## src/hdl/morf_pkg.sv

```systemverilog
// Overview of operation
// - pointer reads/writes location named by bank select
// - timer counts slow pin or cycle clock
// - jump loads low ten counter bits
// - call pushes counter plus one, loads target
// - return reloads counter from stack top unless a watchdog time-out or reset comes in the same cycle
// - accumulator move clears counter bits nine, ten
// - accumulator add clears counter bits nine, ten
// - table add keeps counter bits nine, ten
// - top four address bits from page bits
// - power-down bit: set power-on/clear-op, low-power clears
// - time-out bit: set low-power/clear-op/power-up, watchdog clears
// - reset cause shows in time-out/power-down pair
// - status bit six selects control page
// - bank select: index bits, bank bits
// - page register: page nibble, port five nibble
// - mode bit six enables fast clock
// - mode bit seven: set selects idle, clear selects sleep, which restarts at zero
// - idle wakes on timer, watchdog, port events
// - port nine resets sleep, wakes idle, ignored running
// - display control pair and duty bit
// - wake nibble enables and watchdog enable
// - interrupt flags layout, bit six zero
package morf_pkg;
    typedef enum {ST_RUN, ST_SLEEP, ST_IDLE} morf_state_e;
    // byte addresses on the register bus
    localparam logic [7:0] OFS_INDIRECT = 8'h00;
    localparam logic [7:0] OFS_TIMER = 8'h04;
    localparam logic [7:0] OFS_PC_LOW = 8'h08;
    localparam logic [7:0] OFS_STATUS = 8'h0C;
    localparam logic [7:0] OFS_BANK = 8'h10;
    localparam logic [7:0] OFS_PAGE = 8'h14;
    localparam logic [7:0] OFS_PORT6 = 8'h18;
    localparam logic [7:0] OFS_PORT7 = 8'h1C;
    localparam logic [7:0] OFS_PORT8 = 8'h20;
    localparam logic [7:0] OFS_PORT9 = 8'h24;
    localparam logic [7:0] OFS_MODE = 8'h28;
    localparam logic [7:0] OFS_RSVD = 8'h2C;
    localparam logic [7:0] OFS_RAM_ADDR = 8'h30;
    localparam logic [7:0] OFS_RAM_DATA = 8'h34;
    localparam logic [7:0] OFS_DISP = 8'h38;
    localparam logic [7:0] OFS_INTSTAT = 8'h3C;
    localparam logic [7:0] OFS_TIMER_CTL = 8'h40;
    // core operation codes
    localparam logic [3:0] STEP_OP = 4'h0;
    localparam logic [3:0] DIRECT_JUMP_OP = 4'h1;
    localparam logic [3:0] CALL_OP = 4'h2;
    localparam logic [3:0] SUBROUTINE_RETURN_OP = 4'h3;
    localparam logic [3:0] ACC_MOVE_PC_OP = 4'h4;
    localparam logic [3:0] ACC_ADD_PC_OP = 4'h5;
    localparam logic [3:0] TABLE_OFFSET_ADD = 4'h6;
    localparam logic [3:0] ENTER_LOW_POWER_OP = 4'h7;
    localparam logic [3:0] WATCHDOG_CLEAR_OP = 4'h8;
    // field positions and masks
    localparam int ST_P_BIT = 3;
    localparam int ST_T_BIT = 4;
    localparam int ST_PAGE_BIT = 6;
    localparam logic [7:0] ST_SW_MASK = 8'h47;
    localparam logic [7:0] MODE_SW_MASK = 8'hC0;
    localparam logic [7:0] MODE_FIXED = 8'h10;
    localparam logic [7:0] DISP_SW_MASK = 8'h77;
    localparam logic [7:0] INT_MASK = 8'hBF;
    localparam logic [7:0] PORT6_MASK = 8'h01;
    localparam logic [7:0] RSVD_VALUE = 8'hFF;
    // values after reset
    localparam logic [7:0] STATUS_RST = 8'h18;
    localparam logic [7:0] ZERO_RST = 8'h00;
    localparam logic [13:0] PC_RST = 14'h0000;
    localparam int STACK_DEPTH = 8;
    localparam int SYNC_W = 13;
endpackage

```

## src/hdl/morf_regs.sv

```systemverilog
`timescale 1ns/1ns
module morf_regs (
    // clock, reset, enable
    input wire logic CLK,
    input wire logic RSTN,
    input wire logic CE,
    // apb slave
    input wire logic PSEL,
    input wire logic PENABLE,
    input wire logic PWRITE,
    input wire logic [7:0] PADDR,
    input wire logic [31:0] PWDATA,
    output logic [31:0] PRDATA,
    output logic PREADY,
    output logic PSLVERR,
    // core operation port
    input wire logic OP_VALID,
    input wire logic [3:0] OP_CODE,
    input wire logic [9:0] OP_IMM,
    input wire logic [7:0] OP_ACC,
    // events from same-clock logic
    input wire logic WDT_TIMEOUT,
    input wire logic EXT_RESET,
    input wire logic CNT1_DONE,
    input wire logic CNT2_DONE,
    // asynchronous pins
    input wire logic TCC_SLOW_PIN,
    input wire logic [3:0] P7_INT_PIN,
    input wire logic [7:0] P9_PIN,
    // core controls
    output logic [13:0] PC_ADDR,
    output logic CORE_RESTART,
    output logic CORE_STOPPED,
    output logic IO_PAGE,
    output logic FAST_CLK_ON,
    output logic WATCHDOG_ON,
    output logic [2:0] DISPLAY_MODE
);

// ----------------------------------------------------------
// pin synchronisers
// ----------------------------------------------------------
logic [12:0] s1_r, s2_r, s3_r, stab_r, stab_nxt;
logic [12:0] fall, rise;

always_comb
begin
    for (int i = 0; i < morf_pkg::SYNC_W; i++)
    begin
        stab_nxt[i] = (s2_r[i] == s3_r[i]) ? s3_r[i] : stab_r[i];
    end
    fall = stab_r & ~stab_nxt;
    rise = ~stab_r & stab_nxt;
end

always_ff @(posedge CLK or negedge RSTN)
begin
    if (!RSTN)
    begin
        s1_r <= 13'h1FFF;
        s2_r <= 13'h1FFF;
        s3_r <= 13'h1FFF;
        stab_r <= 13'h1FFF;
    end
    else if (CE)
    begin
        s1_r <= {P9_PIN, P7_INT_PIN, TCC_SLOW_PIN};
        s2_r <= s1_r;
        s3_r <= s2_r;
        stab_r <= stab_nxt;
    end
end

// ----------------------------------------------------------
// state
// ----------------------------------------------------------
morf_pkg::morf_state_e state_r, state_nxt;
logic [13:0] pc_r, pc_nxt;
logic [13:0] stk_r [morf_pkg::STACK_DEPTH];
logic [13:0] stk_nxt [morf_pkg::STACK_DEPTH];
logic [2:0] sp_r, sp_nxt;
logic [7:0] tcc_r, tcc_nxt, status_r, status_nxt;
logic [7:0] bank_r, bank_nxt, page_r, page_nxt;
logic [7:0] p6_r, p6_nxt, p7_r, p7_nxt, p8_r, p8_nxt;
logic [7:0] p9_r, p9_nxt, mode_r, mode_nxt;
logic [7:0] raddr_r, raddr_nxt, rdata_r, rdata_nxt;
logic [7:0] disp_r, disp_nxt, intf_r, intf_nxt;
logic [7:0] tctl_r, tctl_nxt;
logic restart_r, restart_nxt, stopped_r, stopped_nxt;
logic [31:0] prdata_r, prdata_nxt;
logic pready_r, pready_nxt, perr_r, perr_nxt;
logic [7:0] gp_r [256];
logic gp_we;
logic [7:0] wd, rd, p9_fall, set;
logic wr, hit, tick, p9_wake, p7_wake, run_op;
logic [7:0] sum;

// far address: page bits over a ten-bit low part
function automatic logic [13:0] far_addr(input logic [7:0] pg,
                                         input logic [9:0] lo);
    far_addr = {pg[3:0], lo};
endfunction

// ----------------------------------------------------------
// next-state logic
// ----------------------------------------------------------
always_comb
begin
    state_nxt = state_r;
    pc_nxt = pc_r;
    stk_nxt = stk_r;
    sp_nxt = sp_r;
    tcc_nxt = tcc_r;
    status_nxt = status_r;
    bank_nxt = bank_r;
    page_nxt = page_r;
    p6_nxt = p6_r;
    p7_nxt = p7_r;
    p8_nxt = p8_r;
    p9_nxt = p9_r;
    mode_nxt = mode_r;
    raddr_nxt = raddr_r;
    rdata_nxt = rdata_r;
    disp_nxt = disp_r;
    intf_nxt = intf_r;
    tctl_nxt = tctl_r;
    restart_nxt = 1'b0;
    wd = PWDATA[7:0];
    wr = PSEL && PENABLE && pready_r && PWRITE;
    gp_we = 1'b0;
    sum = pc_r[7:0] + OP_ACC;
    // timer source: slow pin edge or every enabled cycle
    tick = tctl_r[0] ? rise[0] : 1'b1;
    if (tick)
    begin
        tcc_nxt = tcc_r + 8'h01;
    end
    p9_fall = fall[12:5];
    p9_wake = |(p9_fall & {{4{disp_r[5]}}, {4{disp_r[4]}}});
    p7_wake = |fall[4:1];
    // falling pin edges only; counter units pulse their flags
    set = {fall[4], 1'b0, CNT2_DONE, CNT1_DONE, fall[3:1],
           tick && (tcc_r == 8'hFF)};
    run_op = (state_r == morf_pkg::ST_RUN) && OP_VALID;
    if (run_op)
    begin
        pc_nxt = pc_r + 14'h0001;
        case (OP_CODE)
            morf_pkg::DIRECT_JUMP_OP:
                pc_nxt = far_addr(page_r, OP_IMM);
            morf_pkg::CALL_OP:
            begin
                stk_nxt[sp_r] = pc_r + 14'h0001;
                sp_nxt = sp_r + 3'd1;
                pc_nxt = far_addr(page_r, OP_IMM);
            end
            morf_pkg::SUBROUTINE_RETURN_OP:
            begin
                sp_nxt = sp_r - 3'd1;
                pc_nxt = stk_r[sp_r - 3'd1];
            end
            morf_pkg::ACC_MOVE_PC_OP:
                pc_nxt = far_addr(page_r, {2'b00, OP_ACC});
            morf_pkg::ACC_ADD_PC_OP:
                pc_nxt = far_addr(page_r, {2'b00, sum});
            morf_pkg::TABLE_OFFSET_ADD:
                pc_nxt = far_addr(page_r, {pc_r[9:8], sum});
            morf_pkg::ENTER_LOW_POWER_OP:
            begin
                status_nxt[morf_pkg::ST_P_BIT] = 1'b0;
                status_nxt[morf_pkg::ST_T_BIT] = 1'b1;
                state_nxt = mode_r[7] ? morf_pkg::ST_IDLE
                                      : morf_pkg::ST_SLEEP;
            end
            morf_pkg::WATCHDOG_CLEAR_OP:
            begin
                status_nxt[morf_pkg::ST_P_BIT] = 1'b1;
                status_nxt[morf_pkg::ST_T_BIT] = 1'b1;
            end
            default:
                pc_nxt = pc_r + 14'h0001;
        endcase
    end
    // wake and restart handling
    case (state_r)
        morf_pkg::ST_SLEEP:
            if (WDT_TIMEOUT || p9_wake)
            begin
                state_nxt = morf_pkg::ST_RUN;
                pc_nxt = morf_pkg::PC_RST;
                restart_nxt = 1'b1;
            end
        morf_pkg::ST_IDLE:
            if (tick || WDT_TIMEOUT || p9_wake || p7_wake)
            begin
                state_nxt = morf_pkg::ST_RUN;
            end
        morf_pkg::ST_RUN:
            if (WDT_TIMEOUT)
            begin
                pc_nxt = morf_pkg::PC_RST;
                restart_nxt = 1'b1;
            end
        default:
            state_nxt = morf_pkg::ST_RUN;
    endcase
    // cause pair: watchdog clears T, P keeps its sleep/awake value
    if (WDT_TIMEOUT)
    begin
        status_nxt[morf_pkg::ST_T_BIT] = 1'b0;
    end
    if (EXT_RESET)
    begin
        state_nxt = morf_pkg::ST_RUN;
        pc_nxt = morf_pkg::PC_RST;
        restart_nxt = 1'b1;
        status_nxt[morf_pkg::ST_T_BIT] = 1'b1;
    end
    stopped_nxt = state_nxt != morf_pkg::ST_RUN;
    // software writes
    if (wr)
    begin
        case (PADDR)
            morf_pkg::OFS_INDIRECT: gp_we = 1'b1;
            morf_pkg::OFS_TIMER: tcc_nxt = wd;
            morf_pkg::OFS_STATUS:
                status_nxt = (status_nxt & ~morf_pkg::ST_SW_MASK)
                           | (wd & morf_pkg::ST_SW_MASK);
            morf_pkg::OFS_BANK: bank_nxt = wd;
            morf_pkg::OFS_PAGE: page_nxt = wd;
            morf_pkg::OFS_PORT6: p6_nxt = wd & morf_pkg::PORT6_MASK;
            morf_pkg::OFS_PORT7: p7_nxt = wd;
            morf_pkg::OFS_PORT8: p8_nxt = wd;
            morf_pkg::OFS_PORT9: p9_nxt = wd;
            morf_pkg::OFS_MODE:
                mode_nxt = (wd & morf_pkg::MODE_SW_MASK)
                         | morf_pkg::MODE_FIXED;
            morf_pkg::OFS_RAM_ADDR: raddr_nxt = wd;
            morf_pkg::OFS_RAM_DATA: rdata_nxt = wd;
            morf_pkg::OFS_DISP:
                disp_nxt = wd & morf_pkg::DISP_SW_MASK;
            morf_pkg::OFS_INTSTAT:
                intf_nxt = intf_r & wd;
            morf_pkg::OFS_TIMER_CTL: tctl_nxt = {7'h00, wd[0]};
            default: tctl_nxt = tctl_r;
        endcase
    end
    // a flag raised in the clearing cycle survives
    intf_nxt = (intf_nxt | set) & morf_pkg::INT_MASK;
    // read path, sampled in the setup cycle
    hit = 1'b1;
    case (PADDR)
        morf_pkg::OFS_INDIRECT: rd = gp_r[bank_r];
        morf_pkg::OFS_TIMER: rd = tcc_r;
        morf_pkg::OFS_PC_LOW: rd = pc_r[7:0];
        morf_pkg::OFS_STATUS: rd = status_r & 8'h5F;
        morf_pkg::OFS_BANK: rd = bank_r;
        morf_pkg::OFS_PAGE: rd = page_r;
        morf_pkg::OFS_PORT6: rd = p6_r;
        morf_pkg::OFS_PORT7: rd = p7_r;
        morf_pkg::OFS_PORT8: rd = p8_r;
        morf_pkg::OFS_PORT9: rd = p9_r;
        morf_pkg::OFS_MODE: rd = mode_r;
        morf_pkg::OFS_RSVD: rd = morf_pkg::RSVD_VALUE;
        morf_pkg::OFS_RAM_ADDR: rd = raddr_r;
        morf_pkg::OFS_RAM_DATA: rd = rdata_r;
        morf_pkg::OFS_DISP: rd = disp_r;
        morf_pkg::OFS_INTSTAT: rd = intf_r;
        morf_pkg::OFS_TIMER_CTL: rd = tctl_r;
        default:
        begin
            rd = 8'h00;
            hit = 1'b0;
        end
    endcase
    // one wait-free access phase: ready the cycle after setup
    pready_nxt = PSEL && !PENABLE;
    prdata_nxt = pready_nxt ? {24'h00_0000, rd} : 32'h0000_0000;
    perr_nxt = pready_nxt && !hit;
end

// ----------------------------------------------------------
// registers
// ----------------------------------------------------------
always_ff @(posedge CLK or negedge RSTN)
begin
    if (!RSTN)
    begin
        state_r <= morf_pkg::ST_RUN;
        pc_r <= morf_pkg::PC_RST;
        for (int i = 0; i < morf_pkg::STACK_DEPTH; i++)
        begin
            stk_r[i] <= morf_pkg::PC_RST;
        end
        sp_r <= 3'd0;
        tcc_r <= morf_pkg::ZERO_RST;
        status_r <= morf_pkg::STATUS_RST;
        bank_r <= morf_pkg::ZERO_RST;
        page_r <= morf_pkg::ZERO_RST;
        p6_r <= morf_pkg::ZERO_RST;
        p7_r <= morf_pkg::ZERO_RST;
        p8_r <= morf_pkg::ZERO_RST;
        p9_r <= morf_pkg::ZERO_RST;
        mode_r <= morf_pkg::MODE_FIXED;
        raddr_r <= morf_pkg::ZERO_RST;
        rdata_r <= morf_pkg::ZERO_RST;
        disp_r <= morf_pkg::ZERO_RST;
        intf_r <= morf_pkg::ZERO_RST;
        tctl_r <= morf_pkg::ZERO_RST;
        restart_r <= 1'b0;
        stopped_r <= 1'b0;
        prdata_r <= 32'h0000_0000;
        pready_r <= 1'b0;
        perr_r <= 1'b0;
    end
    else if (CE)
    begin
        state_r <= state_nxt;
        pc_r <= pc_nxt;
        stk_r <= stk_nxt;
        sp_r <= sp_nxt;
        tcc_r <= tcc_nxt;
        status_r <= status_nxt;
        bank_r <= bank_nxt;
        page_r <= page_nxt;
        p6_r <= p6_nxt;
        p7_r <= p7_nxt;
        p8_r <= p8_nxt;
        p9_r <= p9_nxt;
        mode_r <= mode_nxt;
        raddr_r <= raddr_nxt;
        rdata_r <= rdata_nxt;
        disp_r <= disp_nxt;
        intf_r <= intf_nxt;
        tctl_r <= tctl_nxt;
        restart_r <= restart_nxt;
        stopped_r <= stopped_nxt;
        prdata_r <= prdata_nxt;
        pready_r <= pready_nxt;
        perr_r <= perr_nxt;
    end
end

// data locations reached only through the pointer; no reset
always_ff @(posedge CLK)
begin
    if (CE && gp_we)
    begin
        gp_r[bank_r] <= wd;
    end
end

assign PRDATA = prdata_r;
assign PREADY = pready_r;
assign PSLVERR = perr_r;
assign PC_ADDR = pc_r;
assign CORE_RESTART = restart_r;
assign CORE_STOPPED = stopped_r;
assign IO_PAGE = status_r[morf_pkg::ST_PAGE_BIT];
assign FAST_CLK_ON = mode_r[6];
assign WATCHDOG_ON = disp_r[6];
assign DISPLAY_MODE = disp_r[2:0];
endmodule

```

## config.mk

```make
export PLATFORM = sky130hd
export DESIGN_NAME = morf_regs
export DESIGN_NICKNAME = d
export VERILOG_FILES = /design/src/hdl/morf_pkg.sv /design/src/hdl/morf_regs.sv
export SDC_FILE = /design/constraint.sdc
export NUM_CORES = 2
export LEC_CHECK = 0
export ABC_AREA = 1
export BUFFER_PORTS_ARGS = -buffer_cell sky130_fd_sc_hd__buf_2
export CAP_MARGIN = 10
export CELL_PAD_IN_SITES_DETAIL_PLACEMENT = 1
export CELL_PAD_IN_SITES_GLOBAL_PLACEMENT = 2
export CORE_ASPECT_RATIO = 2
export CORE_MARGIN = 10
export CORE_UTILIZATION = 46
export CTS_BUF_LIST = sky130_fd_sc_hd__clkbuf_16
export DETAILED_ROUTE_END_ITERATION = 6
export PLACE_DENSITY = 0.93
export SYNTH_ARGS = -nofsm -noshare
export SYNTH_HDL_FRONTEND = slang
export SYNTH_SLANG_ARGS = --single-unit
```

## constraint.sdc

```tcl
create_clock -name CLK -period 4.51 [get_ports CLK]
set_input_delay 0.2255 -clock CLK [delete_from_list [all_inputs] [get_ports CLK]]
set_output_delay 0.2255 -clock CLK [all_outputs]
set_load 0.02 [all_outputs]
```

# == Word-level counts from Yosys, hierarchy flattened ==
# Memories as Yosys holds them, arrays and structs flattened.
# Index checks and enable logic that the tools add are counted.
# W data, S select, Z words.
# word_totals
register_bits,338
out_inout_bits,56
ramBits,2048
n_memories,1
in_bits,86
# classes
n_bitwise,10
n_lt_le_gt_ge,3
addsub,5
n_eq_ne,40
muxes,56
reduce_logical,38
# memory_table
memory,words,width,read_ports,rd_ports_with_merged_regs,wr,line_no,source
gp_r,256,8,1,0,1,morf_regs.sv:92,logic [7:0] gp_r [256];
# op_table
cell,n
$mux W32,5
$pmux W8 S17,1
$bwmux W112,1
$mux W14,7
$pmux W32 S3,1
$pmux W14 S5,1
$eq A8 B6 Y1 const B,8
$logic_not A32 Y1,2
$mux W8,6
$bmux W14 S3,1
$demux W14 S3,1
$reduce_and A3 Y1,14
$eq A32 B1 Y1 const B,1
$eq A32 B2 Y1 const B,1
$eq A8 B5 Y1 const B,4
$reduce_bool A32 Y1,1
$pmux W14 S2,1
$mux W1,24
$reduce_or A17 Y1,1
$and A8 B8 Y8,2
$eq A4 B3 Y1 const B,4
$eq A8 B4 Y1 const B,2
$add A14 B1 Y14 const B,1
$and A13 B13 Y13,1
other kinds (32),61

# == Longest topological paths before layout ==
# logic_depth
ltp_word,12
mapped_depth,19

# == Least setup slack after synthesis ==
# No wires, ideal clock.
# synth_timing
kind,reg-to-reg
start,reg sp_r[0]
end,"reg pc_r[2], in the netlist PC_ADDR[2]"
period_less_slack_ns,2.730
required_ns,4.377
setup_ns,0.133
path_stages_with_launch,16
path_buffers,4
arrival_ns,2.597
slack_ns,1.780
cell_sequence,dfrtp_1 clkbuf_1 inv_1 clkbuf_1 buf_1 ha_1 xor2_1 or2_1 inv_1 buf_2 nand2_1 nand2_1 nor3b_1 o2111ai_1 o211ai_1 o21ai_0
# synth_between
elab_chain_len,10
word_cells_on_any_way,11
cone_classes,add/sub (1); mux (9); bitwise (1)
# synth_rtl
element,line_no,source
start: declaration,morf_regs.sv:81,"logic [2:0] sp_r, sp_nxt;"
start signal: assignment,morf_regs.sv:321,sp_r <= sp_nxt;
$sub A3 B1 Y3 *,morf_regs.sv:160,pc_nxt = stk_r[sp_r - 3'd1];
$not A3 Y4 (implied by the code) *,morf_regs.sv:160,
$bmux W14 S3 *,morf_regs.sv:160,
$mux W14 (implied by the code) * (2 in a row),morf_regs.sv:160,
$pmux W14 S5 *,morf_regs.sv:148,case (OP_CODE)
$mux W14 *,morf_regs.sv:145,if (run_op)
"$mux W14, on equally long branches","morf_regs.sv:199, morf_regs.sv:187",
$pmux W14 S2 *,morf_regs.sv:185,case (state_r)
$mux W14 *,morf_regs.sv:212,if (EXT_RESET)
end signal: assignment,morf_regs.sv:290,pc_r <= morf_pkg::PC_RST;
end signal: assignment,morf_regs.sv:319,pc_r <= pc_nxt;
end: declaration,morf_regs.sv:78,"logic [13:0] pc_r, pc_nxt;"
# Mark *: on every way between the ends. The rest lies on a longest branch, timed or not. The select of a mux whose other input is x is not followed.
# A chain may end at the register's enable or synchronous reset.

# == Final worst setup path ==
# layout_timing
start,reg sp_r[1]
end,"reg pc_r[0], in the netlist PC_ADDR[0]"
# The elaborated chain is that of the path after synthesis.

==> qor.log <==
qor: timing.max_slew.worst_pin.slew 1.226 ns
qor: place.place_hpwl 215,600 um
qor: synthesis.synth.yosys.warnings 0
qor: clock_tree.clock_tree.htree_level_count 4
qor: pwr.internal_power 33,180 uW
qor: timing.max_freq 236.6 MHz
qor: routing.vias_per_cell 5.721
qor: run_status.run_status finished, violations left
qor: setup_path.cp_slowest_stage_delay 0.58 ns
qor: finish.final_design_area_no_fill 108,600 um2
qor: finish.drive_gt1_frac 0.07521
qor: setup_path.crit_path_start_kind flip-flop
qor: timing.setup-violations-final 0
qor: floorplanning.io_pins 142
qor: pwr.cellPowerDensity 394.2 nW/um2
qor: pwr.total_power 42,810 uW
qor: synthesis.yosysSeqAreaShare 0.7138
qor: clock_tree.insertion_delay 0.87 ns
qor: timing.report.final.hold_viol_count 7
qor: place.area_of_placed_instances 101,900 um2
qor: timing.pins_over_their_slew_limit 0
qor: finish.most-common-layout-cells sky130_fd_sc_hd__nand2_1, sky130_fd_sc_hd__edfxtp_1, sky130_fd_sc_hd__nor2_1
qor: flow_run.maxCapViolations 0
qor: setup_path.max_stage_delay_cell_worst_path sky130_fd_sc_hd__dfrtp_1
qor: place.gp_congestion 0.9068
qor: floorplanning.floorplan_die_area 231,200 um2
qor: setup_path.critical_path_peak_fanout 15
qor: routing.ant_nets_after_route 0
qor: floorplanning.row_cnt 238
qor: timing.timing.slew.headroom 0.1820
qor: finish.final_net_count 9,333
qor: timing.final_period_minus_worst_setup_slack 4.226 ns
qor: synthesis.synth.lib_cells_used.distinct 53
qor: clock_tree.cts.root.buffer_cell sky130_fd_sc_hd__clkbuf_16
qor: global_routing.grt_pass1_wl 485,800 um
qor: global_routing.overflow 0
qor: synthesis.syn-cell-area 97,180 um2
qor: setup_path.critPathArrivalTime 4.95 ns
qor: routing.drcViolationCount 2
qor: synthesis.synth-seq-cells 2,360
qor: routing.num_vias 69,520
qor: place.placement.io_buffers 93
qor: pwr.sequentialPowerShare 0.560
qor: setup_path.worst-setup-path-type flip-flop to flip-flop
qor: routing.drt-wirelength-per-cell 27.13 um
qor: pwr.p_leak 0.04148 uW
qor: pwr.p_comb_frac 0.049
qor: timing.grt_setup_unrepaired no
qor: synthesis.synthCells 9,061
qor: clock_tree.clock_path_buffers 4
qor: routing.first_iter_violations 5,839
qor: global_routing.grt_usage 0.2784
qor: timing.min_period_over_period 0.9371
qor: global_routing.pin_count_of_the_biggest_net_entering_global_routing 148
qor: finish.final_common_cell sky130_fd_sc_hd__nand2_1
qor: floorplanning.floorplan.initialDensity 0.4623
qor: routing.drt_first_pass_iters 7
qor: pwr.share_clk_of_total_power 0.390
qor: routing.totalWireLength 329,700 um
qor: setup_path.timing.critical_path.cells inv_1 -> ha_1 -> clkinvlp_4 -> buf_4 -> o21ai_0 -> o22ai_1 -> nand2_1 -> o21ai_0 -> a22oi_1 -> nand4_1 -> dlygate4sd3_1 -> o211ai_1 -> o21ai_0 -> dlygate4sd3_1
qor: place.pre_cts_ws 0.5282 ns
qor: timing.finalSetupTns 0 ns
qor: synthesis.syn-mean-instance-area 10.73 um2
qor: setup_path.worstSetupEndpointType flip-flop
qor: global_routing.grt_pass1_vias 75,770
qor: clock_tree.clk_transition_reported_paths 0.07 ns
qor: clock_tree.postCtsSetupBuffers 0
qor: clock_tree.cts_buffers 201
qor: clock_tree.cts.sink_count 2,360
qor: timing.holdWs -0.03765 ns
qor: min_path.hold_path_class input pin to async pin
qor: floorplanning.die_h 670.0 um
qor: pwr.max-vdd-ir-drop 0.0003144 V
qor: setup_path.required 5.23 ns
qor: timing.clock_skew 0.04274 ns
qor: pwr.total_switching_power 9627 uW
qor: run_status.failed_checks DRC, hold timing
qor: pwr.p_sw_frac 0.2249
qor: floorplanning.fp.dieW 345.0 um
qor: setup_path.crit_path_frequent_cell sky130_fd_sc_hd__o21ai_0
qor: timing.final_critical_path_setup_slack 0.2835 ns
qor: clock_tree.tritoncts_clock_tree done
qor: global_routing.antenna_found_initial 6
qor: finish.area.growth.synth_to_final 11.73%
qor: floorplanning.design.core.area 210,200 um2
registers in the layout (all words and copies together), names as in the netlist, 6 cells and up:
| register | count |
|---|---|
| gp_r | 2048 |
| stk_r | 112 |
| state_r | 32 |
| PC_ADDR | 14 |
| s1_r | 13 |
| s2_r | 13 |
| s3_r | 13 |
| stab_r | 13 |
| PRDATA | 8 |
| bank_r | 8 |
| p7_r | 8 |
| p8_r | 8 |
| p9_r | 8 |
| page_r | 8 |
| raddr_r | 8 |
| rdata_r | 8 |
| tcc_r | 8 |
| intf_r | 7 |
| disp_r | 6 |
| status_r | 6 |
critical path: cells and delay by family, from the launching register on:
| family | cells | cell delay [ns] |
|---|---|---|
| buffers and inverters | 5 | 2.09 |
| and+or+nand+nor | 2 | 0.15 |
| AOI/OAI and AO/OA | 6 | 0.72 |
| DFF | 1 | 0.58 |
| adders and majority gates | 1 | 0.56 |
layer usage:
| layer | vias to the layer above | routed length (um) | GRT usage |
|---|---|---|---|
| met4 | 6 | 33830 | 0.2457 |
| met5 | - | 35 | 0 |
| met1 | 35140 | 107500 | 0.2821 |
| met2 | 2612 | 170300 | 0.4980 |
| li1 | 30680 | - | - |
| met3 | 1086 | 18080 | 0.03595 |
area by class of cell:
class	count	area, um2
Fill cell	22390	101600
Multi-Input combinational cell	6046	25080
Tap cell	2760	3453
Clock buffer	204	5105
Antenna cell	4	10.01
Clock inverter	151	958.4
Sequential cell	2360	69380
Inverter	216	847.1
Timing Repair Buffer	410	3752
stage by stage:
stage / hold slack [ns] / cells / util
finish: -0.03765 / 12150 / 0.5165
CTS: 0.002531 / 12150 / 0.5164
floorplan: -0.07009 / 9084 / -
global placement: 0.3228 / 11730 / 0.4845
global route: 0.04972 / 12150 / 0.5165
detailed placement: 0.3352 / 11730 / 0.4845
power by group through the flow:
stage | Clock, uW | Combinational [uW] | Sequential [uW]
after floorplan | 0 | 1030 | 24400
after global routing | 17700 | 2290 | 24000
after global placement | 0 | 1930 | 24400
final | 16700 | 2110 | 24000
after detailed placement | 0 | 2030 | 24500
after CTS | 16900 | 2090 | 24000
kinds of logic (layout without fill, tap and decap cells):
family / Yosys count / after routing / share of synthesized area
AO/OA/AOI/OAI: 748 / 748 / 0.04225
AND/OR/NAND/NOR: 5245 / 5245 / 0.2114
buffers and inverters: 678 / 981 / 0.02928
flip-flops: 2360 / 2360 / 0.7138
adder cells (fa/ha/maj): 12 / 12 / 0.001622
XOR/XNOR: 17 / 17 / 0.001532
other: 1 / 28 / 0.00003859
synthesized netlist by cell type (all sizes together):
library cell	number	area share
nand2	4217	0.16
edfxtp	2048	0.63
nor2	626	0.024
o21ai	477	0.025
clkbuf	273	0.011
dfrtp	258	0.066
nand3	215	0.012
inv	208	0.0081
buf	189	0.010
nand4	163	0.011
a21oi	124	0.0064
dfstp	54	0.015
a22oi	53	0.0041
o22ai	41	0.0026
xor2	15	0.0014
o211ai	14	0.0011
nor3	13	0.00079
a221oi	11	0.00099
ha	11	0.0014
a22o	8	0.00072
clkinv	8	0.00031
nor4	8	0.00067
a31oi	4	0.00026
o2111ai	3	0.00027
o21bai	3	0.00023
o311ai	3	0.00027
o31ai	3	0.00023
or2	2	0.00013
xnor2	2	0.00018
a211oi	1	0.000077
a32o	1	0.00010
conb	1	0.000039
fa	1	0.00021
nor3b	1	0.000077
o221ai	1	0.000090
o41ai	1	0.000090
worst paths after layout:
kind | start | endpoint | slack [ns] | depth (start not counted)
max in group asynchronous | RSTN | bank_r[1] | 3.20 | 3
worst max register to register | sp_r[1] | PC_ADDR[0] | 0.28 | 14
worst max-delay path | sp_r[1] | PC_ADDR[0] | 0.28 | 14
worst min-delay path | RSTN | PC_ADDR[7] | -0.04 | 2
worst min register to register | s1_r[4] | s1_r[4] | 0.47 | 2
min in group CLK | OP_CODE[0] | status_r[3] | 0 | 6
repair_timing:
item                       CTS  global route
setup endpoints to repair    0             1
hold buffers                66             0
gates resized for setup      0             1
hold endpoints to repair   411             0
Note: power is estimated with default switching activity, not from simulation.
